--- src/pkg/hfb_pkg.sv ---
`default_nettype none
package hfb_pkg;
  localparam int unsigned FA_W  = 22;
  localparam int unsigned SYNC_W = 6;

  // Synchroniser bit order {lclk, lframe_n, lad[3:0]}
  // Clock bit resets high, the level a host parks it at, so no false edge follows reset
  localparam logic [SYNC_W-1:0] SYNC_RST = 6'h3F;

  localparam logic [3:0] START_LPC    = 4'h0;
  localparam logic [3:0] START_FWH_RD = 4'hD;
  localparam logic [3:0] START_FWH_WR = 4'hE;
  localparam logic [1:0] CT_IO        = 2'h0;
  localparam logic [1:0] CT_MEM       = 2'h1;
  localparam logic [3:0] SYNC_READY   = 4'h0;
  localparam logic [3:0] SYNC_LWAIT   = 4'h6;
  localparam logic [3:0] TAR_NIB      = 4'hF;
  localparam logic [3:0] FWH_IDSEL    = 4'h0;
  localparam logic [3:0] MSIZE_BYTE   = 4'h0;

  // Index of the last address nibble per cycle kind
  localparam logic [3:0] IO_LAST  = 4'h3;
  localparam logic [3:0] MEM_LAST = 4'h7;
  localparam logic [3:0] FWH_LAST = 4'h6;

  localparam logic [15:0] IND_IO_BASE   = 16'h0680;
  localparam logic [2:0]  IND_OFF_ADDR0 = 3'h0;
  localparam logic [2:0]  IND_OFF_DATA  = 3'h4;

  localparam logic [31:0]     FWH_ADDR_TOP = 32'hF000_0000;
  localparam logic [9:0]      TOP_HI       = 10'h3FF;
  localparam logic [15:0]     LEG_SEG      = 16'h000F;
  localparam logic [15:0]     EXT_SEG      = 16'h000E;
  localparam logic [FA_W-1:0] FA_ONES      = 22'h3F_FFFF;
  localparam logic [4:0]      FSIZE_MIN_LOG = 5'h11;

  localparam logic [7:0]  FORBID_RD_DATA = 8'hFF;
  localparam logic [31:0] IND_ADDR_RST   = 32'h0000_0000;
  localparam logic [7:0]  BYTE_RST       = 8'h00;

  typedef enum logic [9:0] {
    ST_IDLE  = 10'h001,
    ST_CYC   = 10'h002,
    ST_FWID  = 10'h004,
    ST_ADDR  = 10'h008,
    ST_MSIZE = 10'h010,
    ST_WDAT  = 10'h020,
    ST_HTAR  = 10'h040,
    ST_SYNC  = 10'h080,
    ST_RDAT  = 10'h100,
    ST_TTAR  = 10'h200
  } hfb_state_e;

  typedef struct packed {
    logic [31:0] addr;
    logic [7:0]  data;
    logic        we;
    logic        io;
    logic        fwh;
    logic        bad;
  } hfb_cyc_s;

  typedef struct packed {
    logic            hit;
    logic [FA_W-1:0] off;
  } hfb_dec_s;

  typedef struct packed {
    logic [FA_W-1:0] addr;
    logic [7:0]      wdata;
    logic            we;
  } hfb_mreq_s;
endpackage
`default_nettype wire

--- src/rtl/hfb_bridge.sv ---
`default_nettype none
module hfb_bridge
  import hfb_pkg::*;
(
  input  wire logic            ref_clk,
  input  wire logic            reset,
  input  wire logic            ce,
  input  wire logic            lclk,
  input  wire logic            lframe_n,
  input  wire logic [3:0]      lad_in,
  output logic      [3:0]      lad_out,
  output logic                 lad_oe,
  input  wire logic            host_write_allow,
  input  wire logic            lpc_memory_decode_enable,
  input  wire logic            fw_hub_decode_enable,
  input  wire logic            extended_bios_select,
  input  wire logic            user_window_enable,
  input  wire logic [15:0]     user_window_base,
  input  wire logic [2:0]      flash_size_select,
  input  wire logic [63:0]     read_protect,
  input  wire logic [63:0]     write_protect,
  input  wire logic            ec_fetch_busy,
  output logic                 ec_fetch_stall,
  output logic                 mbus_req,
  output logic [FA_W-1:0]      mbus_addr,
  output logic                 mbus_we,
  output logic [7:0]           mbus_wdata,
  input  wire logic [7:0]      mbus_rdata,
  input  wire logic            mbus_done
);
  logic [SYNC_W-2:0] pins_s;
  logic              rise;
  logic [3:0]        lad_s;
  logic              lframe_s_n;

  hfb_pin_sync u_sync (
    .ref_clk   (ref_clk),
    .reset     (reset),
    .ce        (ce),
    .pins_in   ({lclk, lframe_n, lad_in}),
    .pins_sync (pins_s),
    .clk_rise  (rise)
  );

  assign lad_s      = pins_s[3:0];
  assign lframe_s_n = pins_s[4];

  hfb_state_e  st_q;
  hfb_state_e  st_d;
  logic [3:0]  cnt_q;
  logic [3:0]  cnt_d;
  hfb_cyc_s    cyc_q;
  hfb_cyc_s    cyc_d;
  logic [7:0]  rdat_q;
  logic [7:0]  rdat_d;
  logic [3:0]  lad_out_q;
  logic [3:0]  lad_out_d;
  logic        lad_oe_q;
  logic        lad_oe_d;
  logic [31:0] ind_addr_q;
  logic [31:0] ind_addr_d;
  logic        issue;
  logic        consume;

  hfb_mreq_s   mreq_q;
  hfb_mreq_s   mreq_d;
  logic        req_q;
  logic        req_d;
  logic        grant_q;
  logic        grant_d;
  logic        done_q;
  logic        done_d;
  logic [7:0]  mrdata_q;
  logic [7:0]  mrdata_d;

  logic [31:0]     tgt;
  logic [4:0]      shamt;
  logic [FA_W-1:0] mask;
  hfb_dec_s        dec;
  logic [5:0]      blk;
  logic            permit;
  logic            io_hit;
  logic [2:0]      reg_sel;
  logic            claim;
  logic            need_mbus;
  logic [7:0]      local_rd;
  logic [3:0]      last_nib;
  logic [31:0]     nxt_addr;

  // Window decode; indirect cycles run through the same path
  always_comb begin
    tgt   = cyc_q.io ? ind_addr_q : cyc_q.addr;
    shamt = FSIZE_MIN_LOG + {2'b00, flash_size_select};
    mask  = ~(FA_ONES << shamt);
    dec   = '0;
    if (tgt[31:16] == LEG_SEG) begin
      dec.hit = 1'b1;
      dec.off = {5'h1F, tgt[16:0]} & mask;
    end else if (extended_bios_select && (tgt[31:16] == EXT_SEG)) begin
      dec.hit = 1'b1;
      dec.off = {5'h1F, tgt[16:0]} & mask;
    end else if ((tgt[31:22] == TOP_HI) && ((tgt[FA_W-1:0] | mask) == FA_ONES)) begin
      dec.hit = 1'b1;
      dec.off = tgt[FA_W-1:0] & mask;
    end else if (user_window_enable && (tgt[31:16] == user_window_base)) begin
      dec.hit = 1'b1;
      dec.off = {6'h00, tgt[15:0]};
    end
    blk = dec.off[FA_W-1:16];
    // Write permission also needs the firmware grant
    permit = cyc_q.we ? (host_write_allow && !write_protect[blk])
                      : !read_protect[blk];
    reg_sel = cyc_q.addr[2:0];
    io_hit  = (cyc_q.addr[15:3] == IND_IO_BASE[15:3]) && (reg_sel <= IND_OFF_DATA);
    if (cyc_q.bad) begin
      claim = 1'b0;
    end else if (cyc_q.io) begin
      claim = lpc_memory_decode_enable && io_hit;
    end else if (cyc_q.fwh) begin
      claim = fw_hub_decode_enable && dec.hit;
    end else begin
      claim = lpc_memory_decode_enable && dec.hit;
    end
    need_mbus = claim && dec.hit && permit && (!cyc_q.io || (reg_sel == IND_OFF_DATA));
    if (cyc_q.io && (reg_sel != IND_OFF_DATA)) begin
      local_rd = ind_addr_q[{reg_sel[1:0], 3'b000} +: 8];
    end else begin
      local_rd = FORBID_RD_DATA;
    end
    if (cyc_q.io) begin
      last_nib = IO_LAST;
    end else if (cyc_q.fwh) begin
      last_nib = FWH_LAST;
    end else begin
      last_nib = MEM_LAST;
    end
  end

  // Link sequencer, advanced on each sampled rising edge of the LPC clock
  always_comb begin
    st_d       = st_q;
    cnt_d      = cnt_q;
    cyc_d      = cyc_q;
    rdat_d     = rdat_q;
    lad_out_d  = lad_out_q;
    lad_oe_d   = lad_oe_q;
    ind_addr_d = ind_addr_q;
    issue      = 1'b0;
    consume    = 1'b0;
    nxt_addr   = {cyc_q.addr[27:0], lad_s};
    if (rise) begin
      if (!lframe_s_n) begin
        // A frame start aborts the link cycle in progress, but not a flash request already issued
        lad_oe_d  = 1'b0;
        cnt_d     = 4'h0;
        cyc_d     = '0;
        cyc_d.fwh = (lad_s == START_FWH_RD) || (lad_s == START_FWH_WR);
        cyc_d.we  = (lad_s == START_FWH_WR);
        if (lad_s == START_LPC) begin
          st_d = ST_CYC;
        end else if (cyc_d.fwh) begin
          st_d = ST_FWID;
        end else begin
          st_d = ST_IDLE;
        end
      end else begin
        case (st_q)
          ST_CYC: begin
            cyc_d.io = (lad_s[3:2] == CT_IO);
            cyc_d.we = lad_s[1];
            st_d = ((lad_s[3:2] == CT_IO) || (lad_s[3:2] == CT_MEM)) ? ST_ADDR : ST_IDLE;
          end
          ST_FWID: begin
            cyc_d.bad  = (lad_s != FWH_IDSEL);
            cyc_d.addr = FWH_ADDR_TOP;
            st_d = ST_ADDR;
          end
          ST_ADDR: begin
            cyc_d.addr = cyc_q.fwh ? {FWH_ADDR_TOP[31:28], nxt_addr[27:0]} : nxt_addr;
            cnt_d = cnt_q + 4'h1;
            if (cnt_q == last_nib) begin
              cnt_d = 4'h0;
              if (cyc_q.fwh) begin
                st_d = ST_MSIZE;
              end else begin
                st_d = cyc_q.we ? ST_WDAT : ST_HTAR;
              end
            end
          end
          ST_MSIZE: begin
            // Only single-byte transfers are served
            cyc_d.bad = cyc_q.bad || (lad_s != MSIZE_BYTE);
            st_d = cyc_q.we ? ST_WDAT : ST_HTAR;
          end
          ST_WDAT: begin
            cyc_d.data = {lad_s, cyc_q.data[7:4]};
            cnt_d = 4'h1;
            if (cnt_q == 4'h1) begin
              cnt_d = 4'h0;
              st_d = ST_HTAR;
            end
          end
          ST_HTAR: begin
            cnt_d = 4'h1;
            if (cnt_q == 4'h1) begin
              cnt_d = 4'h0;
              if (!claim) begin
                st_d = ST_IDLE;
              end else if (need_mbus) begin
                issue     = 1'b1;
                lad_oe_d  = 1'b1;
                lad_out_d = SYNC_LWAIT;
                st_d = ST_SYNC;
              end else begin
                // Local register access, or a protected one answered at once
                lad_oe_d  = 1'b1;
                lad_out_d = SYNC_READY;
                rdat_d    = local_rd;
                st_d = cyc_q.we ? ST_TTAR : ST_RDAT;
                if (cyc_q.io && cyc_q.we && (reg_sel != IND_OFF_DATA)) begin
                  ind_addr_d[{reg_sel[1:0], 3'b000} +: 8] = cyc_q.data;
                end
              end
            end
          end
          ST_SYNC: begin
            if (done_q) begin
              consume   = 1'b1;
              lad_out_d = SYNC_READY;
              rdat_d    = mrdata_q;
              st_d = cyc_q.we ? ST_TTAR : ST_RDAT;
            end else begin
              lad_out_d = SYNC_LWAIT;
            end
          end
          ST_RDAT: begin
            cnt_d     = 4'h1;
            lad_out_d = rdat_q[3:0];
            if (cnt_q == 4'h1) begin
              cnt_d     = 4'h0;
              lad_out_d = rdat_q[7:4];
              st_d = ST_TTAR;
            end
          end
          ST_TTAR: begin
            cnt_d     = 4'h1;
            lad_out_d = TAR_NIB;
            if (cnt_q == 4'h1) begin
              cnt_d    = 4'h0;
              lad_oe_d = 1'b0;
              st_d = ST_IDLE;
            end
          end
          ST_IDLE: begin
            st_d = ST_IDLE;
          end
          default: begin
            st_d     = ST_IDLE;
            lad_oe_d = 1'b0;
          end
        endcase
      end
    end
    if (!ce) begin
      issue   = 1'b0;
      consume = 1'b0;
    end
  end

  always_ff @(posedge ref_clk) begin
    if (reset) begin
      st_q       <= ST_IDLE;
      cnt_q      <= 4'h0;
      cyc_q      <= '0;
      rdat_q     <= BYTE_RST;
      lad_out_q  <= TAR_NIB;
      lad_oe_q   <= 1'b0;
      ind_addr_q <= IND_ADDR_RST;
    end else if (ce) begin
      st_q       <= st_d;
      cnt_q      <= cnt_d;
      cyc_q      <= cyc_d;
      rdat_q     <= rdat_d;
      lad_out_q  <= lad_out_d;
      lad_oe_q   <= lad_oe_d;
      ind_addr_q <= ind_addr_d;
    end
  end

  // Flash-side request and arbitration; the controller owns the bus at rest
  always_comb begin
    mreq_d   = mreq_q;
    req_d    = req_q;
    grant_d  = grant_q;
    done_d   = done_q;
    mrdata_d = mrdata_q;
    if (consume) begin
      done_d = 1'b0;
    end
    if (issue) begin
      req_d        = 1'b1;
      done_d       = 1'b0;
      mreq_d.addr  = dec.off;
      mreq_d.wdata = cyc_q.data;
      mreq_d.we    = cyc_q.we;
    end
    // A fetch already on the bus is let finish before the grant moves
    if (req_q && !grant_q && !ec_fetch_busy) begin
      grant_d = 1'b1;
    end
    if (grant_q && mbus_done) begin
      grant_d  = 1'b0;
      req_d    = 1'b0;
      done_d   = 1'b1;
      mrdata_d = mbus_rdata;
    end
  end

  always_ff @(posedge ref_clk) begin
    if (reset) begin
      mreq_q   <= '0;
      req_q    <= 1'b0;
      grant_q  <= 1'b0;
      done_q   <= 1'b0;
      mrdata_q <= BYTE_RST;
    end else if (ce) begin
      mreq_q   <= mreq_d;
      req_q    <= req_d;
      grant_q  <= grant_d;
      done_q   <= done_d;
      mrdata_q <= mrdata_d;
    end
  end

  assign lad_out        = lad_out_q;
  assign lad_oe         = lad_oe_q;
  assign mbus_req       = grant_q;
  assign ec_fetch_stall = grant_q;
  assign mbus_addr      = mreq_q.addr;
  assign mbus_we        = mreq_q.we;
  assign mbus_wdata     = mreq_q.wdata;
endmodule
`default_nettype wire

--- src/rtl/hfb_pin_sync.sv ---
`default_nettype none
module hfb_pin_sync
  import hfb_pkg::*;
(
  input  wire logic              ref_clk,
  input  wire logic              reset,
  input  wire logic              ce,
  input  wire logic [SYNC_W-1:0] pins_in,
  output logic      [SYNC_W-2:0] pins_sync,
  output logic                   clk_rise
);
  logic [SYNC_W-1:0] sync_bits;
  logic [SYNC_W-2:0] dly1_q;
  logic [SYNC_W-2:0] dly1_d;
  logic [SYNC_W-2:0] dly2_q;
  logic [SYNC_W-2:0] dly2_d;
  logic              prev_q;
  logic              prev_d;
  logic              rise_q;
  logic              rise_d;

  genvar i;
  generate
    for (i = 0; i < SYNC_W; i++) begin : g_bit
      logic meta_q;
      logic meta_d;
      logic sync_q;
      logic sync_d;
      always_comb begin
        meta_d = ce ? pins_in[i] : meta_q;
        sync_d = ce ? meta_q : sync_q;
      end
      always_ff @(posedge ref_clk) begin
        if (reset) begin
          meta_q <= SYNC_RST[i];
          sync_q <= SYNC_RST[i];
        end else begin
          meta_q <= meta_d;
          sync_q <= sync_d;
        end
      end
      assign sync_bits[i] = sync_q;
    end
  endgenerate

  // Data is taken from the sample before the edge was seen, since the host
  // may already change its pins right after its rising edge.
  always_comb begin
    dly1_d = ce ? sync_bits[SYNC_W-2:0] : dly1_q;
    dly2_d = ce ? dly1_q : dly2_q;
    prev_d = ce ? sync_bits[SYNC_W-1] : prev_q;
    rise_d = ce ? (sync_bits[SYNC_W-1] & ~prev_q) : 1'b0;
  end

  always_ff @(posedge ref_clk) begin
    if (reset) begin
      dly1_q <= SYNC_RST[SYNC_W-2:0];
      dly2_q <= SYNC_RST[SYNC_W-2:0];
      prev_q <= SYNC_RST[SYNC_W-1];
      rise_q <= 1'b0;
    end else begin
      dly1_q <= dly1_d;
      dly2_q <= dly2_d;
      prev_q <= prev_d;
      rise_q <= rise_d;
    end
  end

  assign pins_sync = dly2_q;
  assign clk_rise  = rise_q;
endmodule
`default_nettype wire

--- config.mk ---
export PLATFORM = sky130hd
export DESIGN_NAME = hfb_bridge
export DESIGN_NICKNAME = d
export VERILOG_FILES = /design/src/pkg/hfb_pkg.sv /design/src/rtl/hfb_bridge.sv /design/src/rtl/hfb_pin_sync.sv
export SDC_FILE = /design/constraint.sdc
export NUM_CORES = 1
export LEC_CHECK = 0
export BUFFER_PORTS_ARGS = -buffer_cell sky130_fd_sc_hd__buf_2
export CAP_MARGIN = 10
export CORE_ASPECT_RATIO = 1.2
export CORE_MARGIN = 4
export CORE_UTILIZATION = 60
export DETAILED_ROUTE_END_ITERATION = 16
export HOLD_SLACK_MARGIN = 0.15
export PLACE_DENSITY = 0.86
export SYNTH_ARGS = -nofsm -noshare
export SYNTH_HDL_FRONTEND = slang
export SYNTH_SLANG_ARGS = --single-unit
--- constraint.sdc ---
create_clock -name ref_clk -period 6.1 [get_ports ref_clk]
set_input_delay 0.61 -clock ref_clk [delete_from_list [all_inputs] [get_ports ref_clk]]
set_output_delay 0.61 -clock ref_clk [all_outputs]
set_load 0.005 [all_outputs]
# --- Word level (Yosys, flattened, before mapping) ---
# Index checks and enable logic that the tools add are counted.
totals:
  register_bits: 169
  latch_bits: 0
  mem_bits_rw: 0
  mem_bits_ro: 0
  output_inout_bits: 38
  n_memories: 0
classes:
  add_sub_neg: 3
  multipliers: 0
  div_mod_pow: 0
  order_cmp: 2
  n_eq_ne: 40
  n_shift: 4
  muxes: 79
  n_bitwise: 9
  reduce_logical: 53
ops:
  columns: ["operator", "count"]
  rows:
  - ["$mux 10", 10]
  - ["$mux 23", 4]
  - ["$pmux 10 s9", 1]
  - ["$mux 32", 2]
  - ["$pmux 32 s2", 1]
  - ["$mux 8", 6]
  - ["$and 22x22->22", 2]
  - ["$mux 42", 1]
  - ["$ne 3x3->1 const B", 11]
  - ["$bwmux 32", 1]
  - ["$eq 16x4->1 const B", 2]
  - ["$mux 1", 32]
  - ["$shift 8x7->32 const A", 1]
  - ["$shiftx 32x6->8", 1]
  - ["$shiftx 8x7->32", 1]
  - ["$mux 4", 6]
  - ["$reduce_and 8->1", 3]
  - ["$eq 22x22->1 const B", 1]
  - ["$not 22->22", 1]
  - ["$or 22x22->22", 1]
  - ["$shl 22x5->22 const A", 1]
  - ["$eq 10x10->1 const B", 2]
  - ["$reduce_and 3->1", 6]
  - ["$logic_and 1x1->1", 17]
  - ["45 further kinds", 76]

# --- Logic depth before layout (Yosys ltp) ---
depth:
  word_depth: 25
  depth_mapped: 17

# --- Modules after synthesis ---
# A second synthesis with hierarchy kept.
hier_totals:
  cells_unflattened: 1229
  hier_area_um2: 10049.6
modules_own_cells:
  columns: ["mod", "n_inst", "cells_each", "area_each_um2", "seq_area_each_um2"]
  rows:
  - ["hfb_bridge", 1, 1151, 9146.3, 2902.8]
  - ["hfb_pin_sync", 1, 78, 903.4, 480.5]

# --- Worst setup path after synthesis ---
# OpenSTA, ideal clock, no wires.
synth_timing:
  path_type: "input to register"
  start: "input port flash_size_select[0]"
  end: "register mreq_q (netlist bit mbus_addr[16])"
  arrival_ps: 4123
  path_slack_ps: 1856
  cell_stages: 13
  path_buffers: 2
  cell_sequence: "ha_1 -> and2_0 -> clkbuf_1 -> a311oi_2 -> buf_4 -> mux4_2 -> nand3_1 -> or3b_2 -> a311oi_1 -> a221oi_1 -> o22a_1 -> nor4_4 -> mux2_2"
synth_via:
  elab_chain_len: 24
  word_cells_on_any_way: 35
  cone_classes: "1 x add/sub; 1 x eq/ne; 1 x shift; 18 x mux; 4 x bitwise; 10 x reduce/logical"
synth_rtl:
  columns: ["element", "line_no", "rtl"]
  rows:
  - ["start, declared", "hfb_bridge.sv:19", "input wire logic [2:0] flash_size_select,"]
  - ["$add 5x3->5 *", "hfb_bridge.sv:93", "shamt = FSIZE_MIN_LOG + {2'b00, flash_size_select};"]
  - ["$shl 22x5->22 *", "hfb_bridge.sv:94", "mask = ~(FA_ONES << shamt);"]
  - ["$not 22->22 *", "hfb_bridge.sv:94", null]
  - ["$or 22x22->22", "hfb_bridge.sv:102", "end else if ((tgt[31:22] == TOP_HI) && ((tgt[FA_W-1:0] | mask) == FA_ONES)) begin"]
  - ["$eq 22x22->1", "hfb_bridge.sv:102", null]
  - ["$logic_and 1x1->1", "hfb_bridge.sv:102", null]
  - ["$mux 23", "hfb_bridge.sv:102", null]
  - ["$mux 23", "hfb_bridge.sv:99", "end else if (extended_bios_select && (tgt[31:16] == EXT_SEG)) begin"]
  - ["(+8 left out)", null, null]
  - ["$mux 1", "hfb_bridge.sv:209", "end else if (need_mbus) begin"]
  - ["$mux 1", "hfb_bridge.sv:207", "if (!claim) begin"]
  - ["$mux 1", "hfb_bridge.sv:205", "if (cnt_q == 4'h1) begin"]
  - ["$mux 1", "hfb_bridge.sv:167", "case (st_q)"]
  - ["$mux 1", "hfb_bridge.sv:152", "if (!lframe_s_n) begin"]
  - ["$mux 1", "hfb_bridge.sv:151", "if (rise) begin"]
  - ["$mux 1", "hfb_bridge.sv:264", "if (!ce) begin"]
  - ["$reduce_and 2->1 (no line)", null, null]
  - ["end signal, assigned", "hfb_bridge.sv:327", "mreq_q <= mreq_d;"]
  - ["end, declared", "hfb_bridge.sv:65", "hfb_mreq_s mreq_q;"]
# Mark *: on every way between the ends. The rest lies on a longest branch, timed or not. The select of a mux whose other input is x is not followed.
# A chain may end at the register's enable or synchronous reset.

# --- Worst setup path in the final report ---
layout_timing:
  start: "register cyc_q[2] in the netlist's numbering"
  end: "register mreq_q (netlist bit mbus_addr[12])"
layout_via:
  elab_chain_len: 22
  word_cells_on_any_way: 42
  cone_classes: "5 x eq/ne; 20 x mux; 3 x bitwise; 14 x reduce/logical"
layout_rtl:
  columns: ["element", "line_no", "rtl"]
  rows:
  - ["start, declared", "hfb_bridge.sv:52", "hfb_cyc_s cyc_q;"]
  - ["start signal, assigned", "hfb_bridge.sv:282", "cyc_q <= cyc_d;"]
  - ["$mux 32", "hfb_bridge.sv:92", "tgt = cyc_q.io ? ind_addr_q : cyc_q.addr;"]
  - ["$or 22x22->22 or $eq 16x16->1 (tied branches)", "hfb_bridge.sv:102, hfb_bridge.sv:105", null]
  - ["$eq 22x22->1 or $logic_and 1x1->1 (tied branches)", "hfb_bridge.sv:102, hfb_bridge.sv:105", null]
  - ["$logic_and 1x1->1 or $mux 23 (tied branches)", "hfb_bridge.sv:102, hfb_bridge.sv:105", null]
  - ["$mux 23", "hfb_bridge.sv:102", null]
  - ["$mux 23", "hfb_bridge.sv:99", null]
  - ["$mux 23", "hfb_bridge.sv:96", "if (tgt[31:16] == LEG_SEG) begin"]
  - ["$bmux 1 s6, or another cell as far along", "hfb_bridge.sv:111", "permit = cyc_q.we ? (host_write_allow && !write_protect[blk])"]
  - ["(+6 left out)", null, null]
  - ["$mux 1", "hfb_bridge.sv:209", null]
  - ["$mux 1", "hfb_bridge.sv:207", null]
  - ["$mux 1", "hfb_bridge.sv:205", null]
  - ["$mux 1", "hfb_bridge.sv:167", null]
  - ["$mux 1", "hfb_bridge.sv:152", null]
  - ["$mux 1", "hfb_bridge.sv:151", null]
  - ["$mux 1", "hfb_bridge.sv:264", null]
  - ["$reduce_and 2->1 (no line)", null, null]
# Several ways; a longest one is shown, not always the timed one. The select of a mux whose other input is x is not followed.

==> results_tabular.tex <==
\begin{tabular}{lr}
\hline
Metric & Value \\
\hline
\multicolumn{2}{l}{\textbf{Status}} \\
\quad Result of the run & finished, final reports clean \\
\multicolumn{2}{l}{\textbf{Timing}} \\
\quad Clock period minus final worst setup slack & 4.88 ns \\
\quad Final Slew Violations & 0 \\
\quad Final critical-path setup slack & 1.22 ns \\
\quad Achievable Freq & 0.205 GHz \\
\quad Setup violation total in the final timing report & 0 \\
\quad Setup repair after global routing missed its margin & false \\
\quad Final period util & 80.1\% \\
\quad Setup tns final & 0 ns \\
\quad Final clock skew & 0.00957 ns \\
\quad Transition time of the tightest slew-check pin & 1.07 ns \\
\quad Final Hold Violating Endpoints & 0 \\
\quad Worst slew margin & 28.8\% \\
\multicolumn{2}{l}{\textbf{Pwr}} \\
\quad Switching power & 587 uW \\
\quad Net Sw Frac & 25.4\% \\
\quad Total leakage power & 4.44 nW \\
\quad Clock network power share & 44.5\% \\
\quad Portion of total power attributed to combinational logic & 7.4\% \\
\quad Internal power & 1.72 mW \\
\quad Max rail drop VDD & 0.204 mV \\
\quad Proportion of power drawn by flip-flops and latches & 48.1\% \\
\quad PD cells & 192 nW/um\^{}2 \\
\multicolumn{2}{l}{\textbf{Run}} \\
\quad Maximum Capacitance Violations & 0 \\
\multicolumn{2}{l}{\textbf{Global route}} \\
\quad Overall fraction of global-route tracks in use & 35.7\% \\
\quad Met3 track demand over resource in global routing & 5.58\% \\
\quad Via count of the first global-routing pass & 10524 \\
\quad Antenna violations before repair & 2 \\
\quad Aggregate global routing overflow & 0 \\
\quad Largest net degree at the start of global routing & 69 \\
\quad First-pass GRT wire length & 55500 um \\
\quad Global routing's busiest layer & met2 \\
\quad Grt met2 use & 61.4\% \\
\quad Met1 routing resource usage after global routing & 40.2\% \\
\multicolumn{2}{l}{\textbf{CTS}} \\
\quad CTS buffer count & 17 \\
\quad Clock tree buffer depth & 2 \\
\quad Clock-pin slew of the registers on the worst-case setup and hold paths & 0.07 ns \\
\quad Post-CTS setup buffer count & 0 \\
\quad Clock Root Buffer & clkbuf\_16 \\
\quad H-Tree Level Count & 4 \\
\quad TritonCTS sink count & 169 \\
\quad CTS-repair resized insts & 0 \\
\quad CTS tree & done \\
\quad Cts hold-fix bufs & 0 \\
\quad Clock latency on the worst-skew pair & 0.43 ns \\
\multicolumn{2}{l}{\textbf{Floorplanning}} \\
\quad Area of the core & 16900 sq um \\
\quad Site row count & 52 \\
\quad Die X & 128 um \\
\quad Starting Density & 61.4\% \\
\quad Die ar. & 19500 sq um \\
\quad Die span in y & 152 um \\
\quad Top-level port count & 209 \\
\multicolumn{2}{l}{\textbf{Critical path}} \\
\quad Critical R2R Capture & mbus\_addr[12] \\
\quad Req. time, crit path & 6.41 ns \\
\quad Element type at the critical path start & flop \\
\quad Worst Reg2Reg Path Length in Cells & 11 \\
\quad Worst EP arrival & 5.20 ns \\
\quad Capturing element type of the critical path & flop \\
\quad Worst reg-to-reg setup slack & 1.22 ns \\
\quad Crit Path Max Fanout & 27 \\
\quad Critical path class & flop to flop \\
\quad Beginning of the critical path & cyc\_q[2] \\
\quad Reg-to-reg critical path startpoint & cyc\_q[2] \\
\multicolumn{2}{l}{\textbf{Synthesis}} \\
\quad Share of synthesized flip-flops with an asynchronous set or reset & 0\% \\
\quad Flip-flop and latch count after synthesis & 169 \\
\quad Number of nets in the synthesized netlist & 1459 \\
\quad Distinct cell type count of the synthesized netlist & 79 \\
\quad Avg Synthesized Cell Area & 8.12 sq um \\
\quad Yosys Warn Count & 0 \\
\quad Most used flip-flop cell after synthesis & dfxtp\_1 \\
\quad EDFF count, synth & 0 \\
\quad Number of standard cells after synthesis & 1278 \\
\quad Share of the yosys chip area belonging to registers & 32.6\% \\
\quad Post-synthesis instance area & 10400 sq um \\
\multicolumn{2}{l}{\textbf{Placed design}} \\
\quad Placed wire-length estimate after detailed placement & 27400 um \\
\quad RePlAce Congestion & 1.03 \\
\quad Number of buffers added on ports & 208 \\
\quad Minimum setup slack after placement & 0.721 ns \\
\multicolumn{2}{l}{\textbf{Finish}} \\
\quad Most common cell after layout, fill and taps aside & nand2\_1 \\
\quad Most frequent cells in the layout & 208 x nand2\_1, 207 x buf\_2, 168 x dfxtp\_1 \\
\quad Number of diodes added for antenna fixing & 0 \\
\quad Area added between synthesis and finish & 16.1\% \\
\quad Core occupancy in the finished layout & 71.2\% \\
\quad Share of cells above drive strength 1 & 22.4\% \\
\quad Filler cells & 1367 \\
\quad Number of nets in the finished design & 1618 \\
\multicolumn{2}{l}{\textbf{Worst hold path}} \\
\quad Worst Hold Class & primary input to flop \\
\quad Worst Min Path Start & lad\_in[3] \\
\quad Cells on Worst Hold Path & 3 \\
\quad WHS Endpoint & u\_sync.g\_bit[3].meta\_q \\
\multicolumn{2}{l}{\textbf{Route}} \\
\quad First DRT Iteration DRCs & 1049 \\
\quad Number of remaining DRC errors & 0 \\
\quad Post-DR wirelength/cell & 21.5 um \\
\quad Detailed-router iteration count before antenna repair & 6 \\
\quad Via-per-instance ratio & 6.60 \\
\quad Detailed Route WL & 35800 um \\
\quad Vias after detailed routing & 11002 \\
\quad Detail Route Antenna Nets & 0 \\
\hline
\end{tabular}
==> power by group through the flow <==
| stage | registers [mW] | clock network (mW) | logic (mW) |
|---|---|---|---|
| detailed placement | 1.14 | 0 | 0.167 |
| finish | 1.11 | 1.03 | 0.171 |
| global route | 1.11 | 1.08 | 0.184 |
| floorplan | 1.13 | 0 | 0.0842 |
| CTS | 1.11 | 1.04 | 0.168 |
| global placement | 1.14 | 0 | 0.166 |
==> metrics by stage <==
| stage | hold slack, ns | cell area [sq um] | std cells | total power, mW |
|---|---|---|---|---|
| global route | 0.413 | 12000 | 1666 | 2.38 |
| detailed placement | 0.411 | 11500 | 1633 | 1.30 |
| floorplan | 0.398 | 10400 | 1278 | 1.22 |
| CTS | 0.385 | 12000 | 1665 | 2.32 |
| global placement | 0.408 | 11500 | 1633 | 1.30 |
| finish | 0.390 | 12000 | 1666 | 2.31 |
==> worst max-delay path, stage by stage, from the launching register on <==
cell and delay [ns]:
dfxtp_2 0.73, mux2_2 0.45, nor2_1 0.07, a221o_1 0.41, a211oi_1 0.73, nor2_1 0.27, o22a_1 0.26, o32ai_1 0.28
a222oi_1 0.20, o21ai_1 0.28, nand4_2 0.55, mux2_1 0.52
==> kinds of logic after synthesis <==
group	share of synthesized area, %
buffers and inverters	4.27
DFF	32.6
adders and majority gates	1.21
muxes	16.2
xor gates and xnor gates	1.77
AOI/OAI and AO/OA	18.7
and+or+nand+nor	25.3
==> flip-flops by register name, indices dropped and copies added (netlist names), 4 cells and up <==
| register | cells |
|---|---|
| st_q | 10 |
| mbus_addr | 22 |
| mbus_wdata | 8 |
| lad_out | 4 |
| u_sync.dly1_q | 5 |
| rdat_q | 8 |
| cyc_q | 44 |
| u_sync.pins_sync | 5 |
| mrdata_q | 8 |
| u_sync.g_bit.meta_q | 6 |
| cnt_q | 4 |
| ind_addr_q | 32 |
| u_sync.g_bit.sync_q | 6 |
==> cell type report <==
| class | instances | area [sq um] | share of cell area [%] |
|---|---|---|---|
| Clock inverter | 15 | 140 | 1.16 |
| Tap cell | 216 | 270 | 2.24 |
| Inverter | 19 | 71.3 | 0.592 |
| Timing Repair Buffer | 226 | 1180 | 9.82 |
| Sequential cell | 169 | 3380 | 28.1 |
| Clock buffer | 17 | 425 | 3.53 |
| Multi-Input combinational cell | 1004 | 6570 | 54.6 |
==> worst max path at each step <==
stage,to,depth (start not counted),slack [ns]
global placement,mbus_addr[17],12,0.80
CTS,mbus_addr[18],10,0.97
floorplan,mbus_addr[16],13,1.86
detailed placement,mbus_addr[18],12,0.72
finish,mbus_addr[12],11,1.22
global route,mbus_addr[12],10,0.93
==> Yosys cell counts (6+ instances only) <==
cell type  number  area (sq um)
o21ai_0        30           150
nor3b_1         9          67.6
buf_4           6          45.0
and2_1         10          62.6
o221ai_1        9          78.8
nand4_1        20           125
nand3_1        83           415
mux2i_1        86           861
mux4_2         22           495
a21o_1          6          45.0
or3_1          12          75.1
buf_1           7          26.3
a211oi_1       13          97.6
dfxtp_1       169          3380
buf_2           9          45.0
nand4b_1        8          70.1
xnor2_1        15           131
a31oi_1        11          68.8
a311oi_1        8          70.1
nor4_1          9          56.3
ha_1           10           125
a22oi_1        11          82.6
mux2_2         28           315
clkbuf_1       62           233
nor2_1         90           338
a211o_1         8          70.1
xor2_1          6          52.6
inv_1          18          67.6
nor3_1         25           125
nand2_1       208           781
nor2b_1        23           144
o211ai_1       25           188
a21oi_1       116           581
and3_1          8          50.1
==> per-layer routing <==
layer | vias up | share of wire, %
met1 | 5079 | 36
met2 | 693 | 49
met4 | 2 | 7.3
li1 | 5048 | -
met3 | 180 | 8.1
met5 | - | 0.036
(Power assumes the default switching activity.)
